File: src/bus_port_consts.svh
`ifndef BUS_PORT_CONSTS_SVH
`define BUS_PORT_CONSTS_SVH
// bus style code that selects the 68000-style port
`define STYLE_68K 1'b1
// number of interrupt sources
`define IRQ_SRC_W 16
// reset levels of the active-low pins and their enables
`define PIN_IDLE 1'b1
`define OE_OFF 1'b1
`define OE_ON 1'b0
`endif

File: src/bus_port_pkg.sv
package bus_port_pkg;
	// mastering sequence, gray coded from ST_IDLE to ST_END; the return from ST_END to ST_IDLE flips two bits
	typedef enum logic [2:0] {
		ST_IDLE = 3'b000,
		ST_REQ = 3'b001,
		ST_ACK = 3'b011,
		ST_STRB = 3'b010,
		ST_END = 3'b110
	} master_state_e;
endpackage : bus_port_pkg

File: src/mastering_bus_port_signals.sv
`timescale 1ns/1ps
`include "bus_port_consts.svh"
// Summary of operation
// - address_strobe goes low only after cycle status and address are valid.
// - each mastered memory cycle ends by returning address_strobe high.
// - while owning the bus, mem_dir is high for a read and low for a write.
// - irq_out is asserted when any enabled status source is pending, never for masked ones.
// - bus_request is pulled low while the bus is wanted for a transfer.
// - bus_request is released to high impedance when not requesting.
// - grant_ack_out is asserted only after grant_in has been received.
// - grant_ack_out is asserted only after address_strobe has been seen deasserted.
// - in bus style 1 slave_ack_lo and slave_ack_hi acknowledge a finished register access.
// - grant acknowledge signalling can start only when bus_style_sel equals 1; a cycle already owned runs on if it changes.
// - grant_ack_out is driven low once ownership can be taken, making the device master.
// - grant_ack_out is asserted only after both slave acknowledges have been seen deasserted.
// - grant_ack_out is asserted only after no previous master has been seen holding grant_ack_out.
module mastering_bus_port_signals #(
	parameter int IRQ_W = `IRQ_SRC_W
) (
	// clock and reset
	input wire logic i_mclk,
	input wire logic i_sys_rst,
	// configuration
	input wire logic i_bus_style_sel,
	// internal transfer side
	input wire logic i_xfer_req,
	input wire logic i_xfer_read,
	input wire logic i_addr_valid,
	input wire logic i_cycle_end,
	output logic o_xfer_done,
	// arbitration pins
	input wire logic i_grant_in,
	output logic o_bus_request,
	output logic o_bus_request_oe_n,
	input wire logic i_grant_ack,
	output logic o_grant_ack,
	output logic o_grant_ack_oe_n,
	// master cycle pins
	input wire logic i_address_strobe,
	output logic o_address_strobe,
	output logic o_address_strobe_oe_n,
	output logic o_mem_dir,
	output logic o_mem_dir_oe_n,
	// register slave pins
	input wire logic i_slave_sel,
	input wire logic i_slave_dir,
	input wire logic i_reg_done,
	output logic o_reg_write,
	input wire logic i_slave_ack_lo,
	input wire logic i_slave_ack_hi,
	output logic o_slave_ack_lo,
	output logic o_slave_ack_hi,
	output logic o_slave_ack_oe_n,
	// interrupt
	input wire logic [IRQ_W-1:0] i_irq_status,
	input wire logic [IRQ_W-1:0] i_irq_mask,
	output logic o_irq_out_n,
	output logic o_irq_oe_n
);
	import bus_port_pkg::*;

	// refuse widths that the status and mask gating cannot serve
	if (IRQ_W < 1) begin : g_bad_width
		$error("IRQ_W must be at least 1");
	end

	master_state_e state_q, state_d;
	logic dir_q, dir_d;
	logic ack_q, ack_d;
	logic irq_q;
	logic done_q;

	// bus is free to take only when every previous owner has let go
	wire logic style_ok = (i_bus_style_sel == `STYLE_68K);
	wire logic bus_free = ~i_grant_in & i_address_strobe & i_slave_ack_lo & i_slave_ack_hi
		& i_grant_ack;
	wire logic owning = (state_d == ST_ACK) | (state_d == ST_STRB) | (state_d == ST_END);
	wire logic irq_pend = |(i_irq_status & i_irq_mask);

	// next state of the mastering sequence
	always_comb begin
		state_d = state_q;
		case (state_q)
			ST_IDLE: begin
				if (i_xfer_req && style_ok) begin
					state_d = ST_REQ;
				end
			end
			ST_REQ: begin
				// grant and every earlier owner are judged at one and the same edge
				if (!style_ok) begin
					state_d = ST_IDLE;
				end else if (bus_free) begin
					state_d = ST_ACK;
				end
			end
			ST_ACK: begin
				// style is not rechecked once owned, so a started cycle always ends
				if (i_addr_valid) begin
					state_d = ST_STRB;
				end
			end
			ST_STRB: begin
				if (i_cycle_end) begin
					state_d = ST_END;
				end
			end
			ST_END: state_d = ST_IDLE;
			default: state_d = ST_IDLE;
		endcase
	end

	// direction is frozen when ownership is taken
	assign dir_d = (state_q == ST_REQ) ? i_xfer_read : dir_q;
	// acknowledge holds until the host drops its select
	assign ack_d = i_slave_sel & style_ok & (ack_q | i_reg_done);
	assign o_reg_write = i_slave_sel & ~i_slave_dir;

	// sequence state and latched values
	always_ff @(posedge i_mclk or posedge i_sys_rst) begin
		if (i_sys_rst) begin
			state_q <= ST_IDLE;
			dir_q <= 1'b1;
			ack_q <= 1'b0;
			irq_q <= 1'b0;
			done_q <= 1'b0;
		end else begin
			state_q <= state_d;
			dir_q <= dir_d;
			ack_q <= ack_d;
			irq_q <= irq_pend;
			done_q <= (state_d == ST_END);
		end
	end

	// pin flops, derived from the next state so pins track state_q exactly
	always_ff @(posedge i_mclk or posedge i_sys_rst) begin
		if (i_sys_rst) begin
			o_bus_request <= `PIN_IDLE;
			o_bus_request_oe_n <= `OE_OFF;
			o_grant_ack <= `PIN_IDLE;
			o_grant_ack_oe_n <= `OE_OFF;
			o_address_strobe <= `PIN_IDLE;
			o_address_strobe_oe_n <= `OE_OFF;
			o_mem_dir <= 1'b1;
			o_mem_dir_oe_n <= `OE_OFF;
		end else begin
			o_bus_request <= 1'b0;
			o_bus_request_oe_n <= (state_d == ST_REQ) ? `OE_ON : `OE_OFF;
			o_grant_ack <= 1'b0;
			o_grant_ack_oe_n <= owning ? `OE_ON : `OE_OFF;
			o_address_strobe <= (state_d != ST_STRB);
			o_address_strobe_oe_n <= owning ? `OE_ON : `OE_OFF;
			o_mem_dir <= dir_d;
			o_mem_dir_oe_n <= owning ? `OE_ON : `OE_OFF;
		end
	end

	// open collector interrupt: drive low only, float otherwise
	assign o_irq_out_n = 1'b0;
	assign o_irq_oe_n = ~irq_q;
	// both lanes acknowledge: the register port answers at full width
	assign o_slave_ack_lo = ~ack_q;
	assign o_slave_ack_hi = ~ack_q;
	assign o_slave_ack_oe_n = ~(i_slave_sel & style_ok);
	assign o_xfer_done = done_q;

	// pin checks, all on the bus clock and quiet during reset
	chk_strobe_valid: assert property (@(posedge i_mclk) disable iff (i_sys_rst)
		$fell(o_address_strobe) |-> $past(i_addr_valid) && !o_address_strobe_oe_n)
		else $error("address strobe fell without valid address");
	chk_strobe_end: assert property (@(posedge i_mclk) disable iff (i_sys_rst)
		(state_q == ST_STRB && i_cycle_end) |=> o_address_strobe && !o_address_strobe_oe_n
		##1 o_address_strobe_oe_n)
		else $error("memory cycle not ended by strobe rising");
	// direction may change only at the edge that takes the bus
	chk_dir_hold: assert property (@(posedge i_mclk) disable iff (i_sys_rst)
		$fell(o_mem_dir_oe_n) |-> o_mem_dir == $past(i_xfer_read))
		else $error("mem_dir does not follow transfer direction");
	chk_dir_stable: assert property (@(posedge i_mclk) disable iff (i_sys_rst)
		!o_mem_dir_oe_n && !$past(o_mem_dir_oe_n) |-> $stable(o_mem_dir))
		else $error("mem_dir changed during an owned cycle");
	chk_irq_gate: assert property (@(posedge i_mclk) disable iff (i_sys_rst)
		##1 (!o_irq_oe_n == $past(irq_pend)))
		else $error("interrupt output disagrees with enabled status");
	chk_req_drive: assert property (@(posedge i_mclk) disable iff (i_sys_rst)
		(state_q == ST_IDLE && i_xfer_req && style_ok) |=> !o_bus_request_oe_n && !o_bus_request)
		else $error("bus request not driven low");
	chk_req_float: assert property (@(posedge i_mclk) disable iff (i_sys_rst)
		(state_q != ST_REQ) |-> o_bus_request_oe_n)
		else $error("bus request driven while not requesting");
	chk_ack_cond: assert property (@(posedge i_mclk) disable iff (i_sys_rst)
		$fell(o_grant_ack_oe_n) |-> !$past(i_grant_in) && $past(style_ok) && !o_grant_ack)
		else $error("grant acknowledge taken without a grant");
	chk_ack_strobe_idle: assert property (@(posedge i_mclk) disable iff (i_sys_rst)
		$fell(o_grant_ack_oe_n) |-> $past(i_address_strobe))
		else $error("grant acknowledge taken while address strobe busy");
	chk_ack_slave_idle: assert property (@(posedge i_mclk) disable iff (i_sys_rst)
		$fell(o_grant_ack_oe_n) |-> $past(i_slave_ack_lo) && $past(i_slave_ack_hi))
		else $error("grant acknowledge taken while a slave still answers");
	chk_ack_prev_owner: assert property (@(posedge i_mclk) disable iff (i_sys_rst)
		$fell(o_grant_ack_oe_n) |-> $past(i_grant_ack))
		else $error("grant acknowledge taken while another master holds it");
	chk_style_gate: assert property (@(posedge i_mclk) disable iff (i_sys_rst)
		!style_ok |=> o_bus_request_oe_n && (o_grant_ack_oe_n || !$past(o_grant_ack_oe_n)))
		else $error("grant acknowledge started outside bus style 1");
	chk_float_idle: assert property (@(posedge i_mclk) disable iff (i_sys_rst)
		(state_q == ST_IDLE || state_q == ST_REQ) |-> o_grant_ack_oe_n && o_address_strobe_oe_n
		&& o_mem_dir_oe_n)
		else $error("master pins driven without ownership");
	chk_slave_ack: assert property (@(posedge i_mclk) disable iff (i_sys_rst)
		(i_slave_sel && style_ok && i_reg_done) |=> (!o_slave_ack_lo && !o_slave_ack_hi)
		or !i_slave_sel)
		else $error("register access not acknowledged");
	chk_slave_style: assert property (@(posedge i_mclk) disable iff (i_sys_rst)
		!style_ok |-> o_slave_ack_oe_n ##1 (o_slave_ack_lo && o_slave_ack_hi))
		else $error("slave acknowledge given outside bus style 1");
	chk_done_pulse: assert property (@(posedge i_mclk) disable iff (i_sys_rst)
		o_xfer_done |-> o_address_strobe && !o_address_strobe_oe_n ##1 !o_xfer_done)
		else $error("transfer done not a single cycle at strobe end");
endmodule : mastering_bus_port_signals

File: config.mk
export PLATFORM = sky130hd
export DESIGN_NAME = mastering_bus_port_signals
export DESIGN_NICKNAME = d
export VERILOG_FILES = /design/src/bus_port_pkg.sv /design/src/mastering_bus_port_signals.sv
export VERILOG_INCLUDE_DIRS = /design/src
export SDC_FILE = /design/constraint.sdc
export NUM_CORES = 1
export LEC_CHECK = 0
export BUFFER_PORTS_ARGS = -buffer_cell sky130_fd_sc_hd__buf_2
export CELL_PAD_IN_SITES_DETAIL_PLACEMENT = 1
export CELL_PAD_IN_SITES_GLOBAL_PLACEMENT = 1
export CORE_MARGIN = 2
export CORE_UTILIZATION = 19
export CTS_CLUSTER_DIAMETER = 50
export DETAILED_ROUTE_END_ITERATION = 10
export HOLD_SLACK_MARGIN = 0.1
export MAX_ROUTING_LAYER = met4
export PLACE_DENSITY_LB_ADDON = 0.1
export SETUP_SLACK_MARGIN = 0.3
export SLEW_MARGIN = 10
export SYNTH_ARGS = -nofsm -noshare
export SYNTH_HDL_FRONTEND = slang
export SYNTH_SLANG_ARGS = --single-unit
File: constraint.sdc
create_clock -name i_mclk -period 1.2 [get_ports i_mclk]
set_clock_uncertainty 0.1 [all_clocks]
set_input_delay 0.24 -clock i_mclk [delete_from_list [all_inputs] [get_ports i_mclk]]
set_output_delay 0.24 -clock i_mclk [all_outputs]
set_load 0.02 [all_outputs]
==> key figures <==
Status
  • Outcome: finished, violations left
  • Failing checks: DRC, hold timing, setup timing

Critical path
  • Worst stage delay on the critical path: 540 ps
  • Data arrival, critical path: 940 ps
  • Critical Path Source Type: register
  • Cells along the critical path: buf_4
  • Slowest library cell on the worst path: sky130_fd_sc_hd__dfstp_2
  • Crit Path Max Fanout: 3
  • Critical path's top delay family: flip-flops
  • Buffers and inverters on the worst path: 1
  • Capturing element type of the critical path: primary output
  • Path type of the worst setup path: register to primary output
  • Data required, critical path: 860 ps

Timing
  • F_max: 780 MHz
  • Hold Slack: -149 ps
  • Final worst-path cycle share: 107%
  • Final Hold Viols: 6
  • Final-report max-slew violation count: 0
  • Post-route minimum period: 1280 ps
  • RSZ-0062 raised after global routing: yes
  • Final Setup Violations: 8
  • Setup WS post-layout: -82.0 ps

GRT
  • Via count of the first global-routing pass: 727
  • Antenna violations before repair: 0
  • Wire length of the first global-routing pass: 2.98 mm
  • Pin count of the biggest net entering global routing: 12
  • Residual overflow from global routing: 0
  • All-layer global routing usage: 11.8%

Synthesis
  • Number of synthesized register bits: 11
  • Synthesized netlist cell count: 54
  • Post-Syn Area per Cell: 10.5 µm²
  • Proportion of synthesized chip area in sequential cells: 49.5%
  • Area of the mapped netlist: 569 µm²
  • Library cells used by synthesis: 24
  • Total number of yosys warnings: 0

Floorplanning
  • Number of core rows: 19
  • Area of the die: 3450 µm²
  • Die Width: 58.7 µm
  • Initial standard-cell utilization of the core: 20.3%
  • Placeable core area: 2810 µm²
  • I/O pin count: 62
  • Height of the die: 58.7 µm

Placement
  • Weighted congestion at the end of routability-driven global placement: 0.674
  • Number of port buffers: 60

Route
  • Drt initial violations: 6
  • Number of detailed-route iterations in the first pass: 6
  • Via density per instance: 4.40
  • Residual DRC count: 1
  • Vias after detailed routing: 664
  • Remaining number of nets flagged by the antenna check after routing: 0
  • Wirelength, routed: 1.85 mm
  • Mean routed wirelength per cell: 12.2 µm

Clock network
  • Clk Latency, worst-skew pair: 270 ps
  • Clock-pin slew on the worst setup and hold paths: 70 ps
  • Largest buffer count on any clock path: 2
  • Number of buffers inserted during clock tree synthesis: 3
  • Sinks on Clock Net: 11
  • Clock tree from TritonCTS: done
  • Root buffer selected by CTS: sky130_fd_sc_hd__clkbuf_4
  • Count of H-tree levels built during CTS: 1

Cells and area
  • Fill cells: 329
  • Fraction of final layout cells sized beyond drive strength 1: 79.2%
  • Antenna Cells: 0
  • Number of nets at the end of the flow: 168
  • Post-Route Utilization: 42.1%
  • Growth of design area from synthesis to finish: 107%

Power and ir drop
  • Static Leakage: 0.593 nW
  • Tot Pwr: 1.61 mW
  • Largest vdd supply drop: 852 µV
  • Power per standard cell area: 1370 nW/µm²

Hold path
  • Worst min path class: primary input to asynchronous set/reset pin

Flow run
  • Max_cap viols: 0
-- layout by cell type (no fill, tap or decap) --
| master | Yosys | layout |
|---|---|---|
| sky130_fd_sc_hd__buf_6 | 1 | 15 |
| sky130_fd_sc_hd__clkbuf_4 | 0 | 3 |
| sky130_fd_sc_hd__a22o_1 | 4 | 4 |
| sky130_fd_sc_hd__dfstp_2 | 5 | 5 |
| sky130_fd_sc_hd__conb_1 | 1 | 2 |
| sky130_fd_sc_hd__mux2_4 | 0 | 1 |
| sky130_fd_sc_hd__clkbuf_1 | 0 | 1 |
| sky130_fd_sc_hd__nand2_4 | 0 | 2 |
| sky130_fd_sc_hd__nand3_1 | 2 | 2 |
| sky130_fd_sc_hd__nor2_1 | 4 | 2 |
| sky130_fd_sc_hd__buf_4 | 5 | 7 |
| sky130_fd_sc_hd__nand4b_1 | 1 | 1 |
| sky130_fd_sc_hd__dfrtp_2 | 0 | 1 |
| sky130_fd_sc_hd__a221oi_2 | 0 | 4 |
| sky130_fd_sc_hd__o22ai_4 | 0 | 1 |
| sky130_fd_sc_hd__nand2_1 | 3 | 1 |
| sky130_fd_sc_hd__nor4b_4 | 0 | 2 |
| sky130_fd_sc_hd__dfrtp_1 | 6 | 5 |
| sky130_fd_sc_hd__nand2b_4 | 0 | 1 |
| sky130_fd_sc_hd__a21oi_2 | 0 | 1 |
| sky130_fd_sc_hd__buf_8 | 0 | 2 |
| sky130_fd_sc_hd__or4_1 | 1 | 1 |
| sky130_fd_sc_hd__inv_1 | 5 | 3 |
| sky130_fd_sc_hd__nand4_1 | 1 | 1 |
| sky130_fd_sc_hd__nand3b_1 | 1 | 1 |
| sky130_fd_sc_hd__nand4b_4 | 0 | 1 |
| sky130_fd_sc_hd__inv_2 | 0 | 2 |
| sky130_fd_sc_hd__nor2_2 | 0 | 2 |
| sky130_fd_sc_hd__buf_2 | 0 | 43 |
| sky130_fd_sc_hd__o211ai_1 | 1 | 1 |
| sky130_fd_sc_hd__nor2b_4 | 0 | 1 |
| sky130_fd_sc_hd__o21ai_2 | 0 | 1 |
-- layer usage --
metal	up-vias	part of all wire, %	track usage, %	wire length, µm
li1	325	-	-	-
met1	318	31	12.1	580
met2	19	63	21.1	1160
met3	2	5.3	4.18	98
met4	0	0.54	2.92	10
met5	-	0	-	0
-- path summary, 6_finish.rpt --
kind | to | startpoint | slack (ps) | depth (start not counted)
setup / recovery | o_grant_ack_oe_n | o_mem_dir_oe_n | -80 | 1
hold / removal | o_xfer_done | i_sys_rst | -150 | 2
setup reg to reg | o_bus_request_oe_n | state_q[0] | 0 | 3
hold reg to reg | o_bus_request_oe_n | state_q[1] | 480 | 1
max in group asynchronous | o_address_strobe | i_sys_rst | 810 | 2
min in group i_mclk | ack_q | i_reg_done | 90 | 3
-- per-stage QoR --
stage	instances	hold slack, ps	cell area, µm²	TNS, ps	worst slack, ps
floorplan	55	-11.1	619	-43.4	-43.4
global placement	141	166	902	0	26.2
detailed placement	141	157	902	-0.122	-0.122
CTS	148	-138	1080	-711	-95.7
global route	151	-109	1180	-1050	-129
finish	151	-149	1180	-538	-82.0
-- logic make-up after synthesis --
group,count (synthesis),share of synthesized area (%)
simple gates,18,19.6
other cells,1,0.659
flops,11,49.5
buf+inv,11,11.9
mux,1,1.98
compound gates,12,16.5
-- state kept, by name (all words and copies together) (netlist names) --
| name | flops |
|---|---|
| o_mem_dir | 1 |
| o_mem_dir_oe_n | 1 |
| state_q | 3 |
| o_grant_ack | 1 |
| o_xfer_done | 1 |
| o_address_strobe | 1 |
| irq_q | 1 |
| ack_q | 1 |
| o_bus_request_oe_n | 1 |
-- cells in the mapped netlist --
cell	number	area, µm²
sky130_fd_sc_hd__nand3_1	2	10.0
sky130_fd_sc_hd__o22ai_1	1	6.26
sky130_fd_sc_hd__inv_1	5	18.8
sky130_fd_sc_hd__nor4b_1	2	17.5
sky130_fd_sc_hd__dfrtp_1	6	150
sky130_fd_sc_hd__buf_6	1	11.3
sky130_fd_sc_hd__a221oi_1	4	35.0
sky130_fd_sc_hd__buf_4	5	37.5
sky130_fd_sc_hd__nand3b_1	1	7.51
sky130_fd_sc_hd__conb_1	1	3.75
sky130_fd_sc_hd__nand2b_1	1	6.26
sky130_fd_sc_hd__nand4_1	1	6.26
sky130_fd_sc_hd__nor2b_1	1	6.26
sky130_fd_sc_hd__a21oi_1	1	5.00
sky130_fd_sc_hd__nand2_1	3	11.3
sky130_fd_sc_hd__a22o_1	4	35.0
sky130_fd_sc_hd__or4_1	1	7.51
sky130_fd_sc_hd__o21ai_0	1	5.00
sky130_fd_sc_hd__dfstp_2	5	131
sky130_fd_sc_hd__nand4b_2	1	15.0
sky130_fd_sc_hd__o211ai_1	1	7.51
sky130_fd_sc_hd__nor2_1	4	15.0
sky130_fd_sc_hd__nand4b_1	1	8.76
sky130_fd_sc_hd__mux2_1	1	11.3
-- area by class of cell --
| cell class | count | area, µm² | share of cell area, % |
|---|---|---|---|
| clock buffer | 4 | 26.3 | 2.22 |
| tap | 31 | 38.8 | 3.28 |
| timing repair buffer | 67 | 467 | 39.5 |
| inverter | 5 | 18.8 | 1.59 |
| multi-input combinational | 33 | 348 | 29.4 |
| sequential | 11 | 283 | 23.9 |
-- report_power, final --
group	internal [mW]	total [mW]	switching [mW]
registers	0.491	0.566	0.0753
clock network	0.129	0.256	0.128
logic	0.426	0.791	0.365
total	1.04	1.61	0.568
-- what timing repair did --
action                     4_1_cts  5_1_grt
buffers inserted                 3        3
gates cloned                     0        0
setup endpoints to repair       22       23
pin swaps                        3        9
hold endpoints to repair         8        7
resized for setup               36       18
No activity file was read; power rests on OpenSTA's default activity.
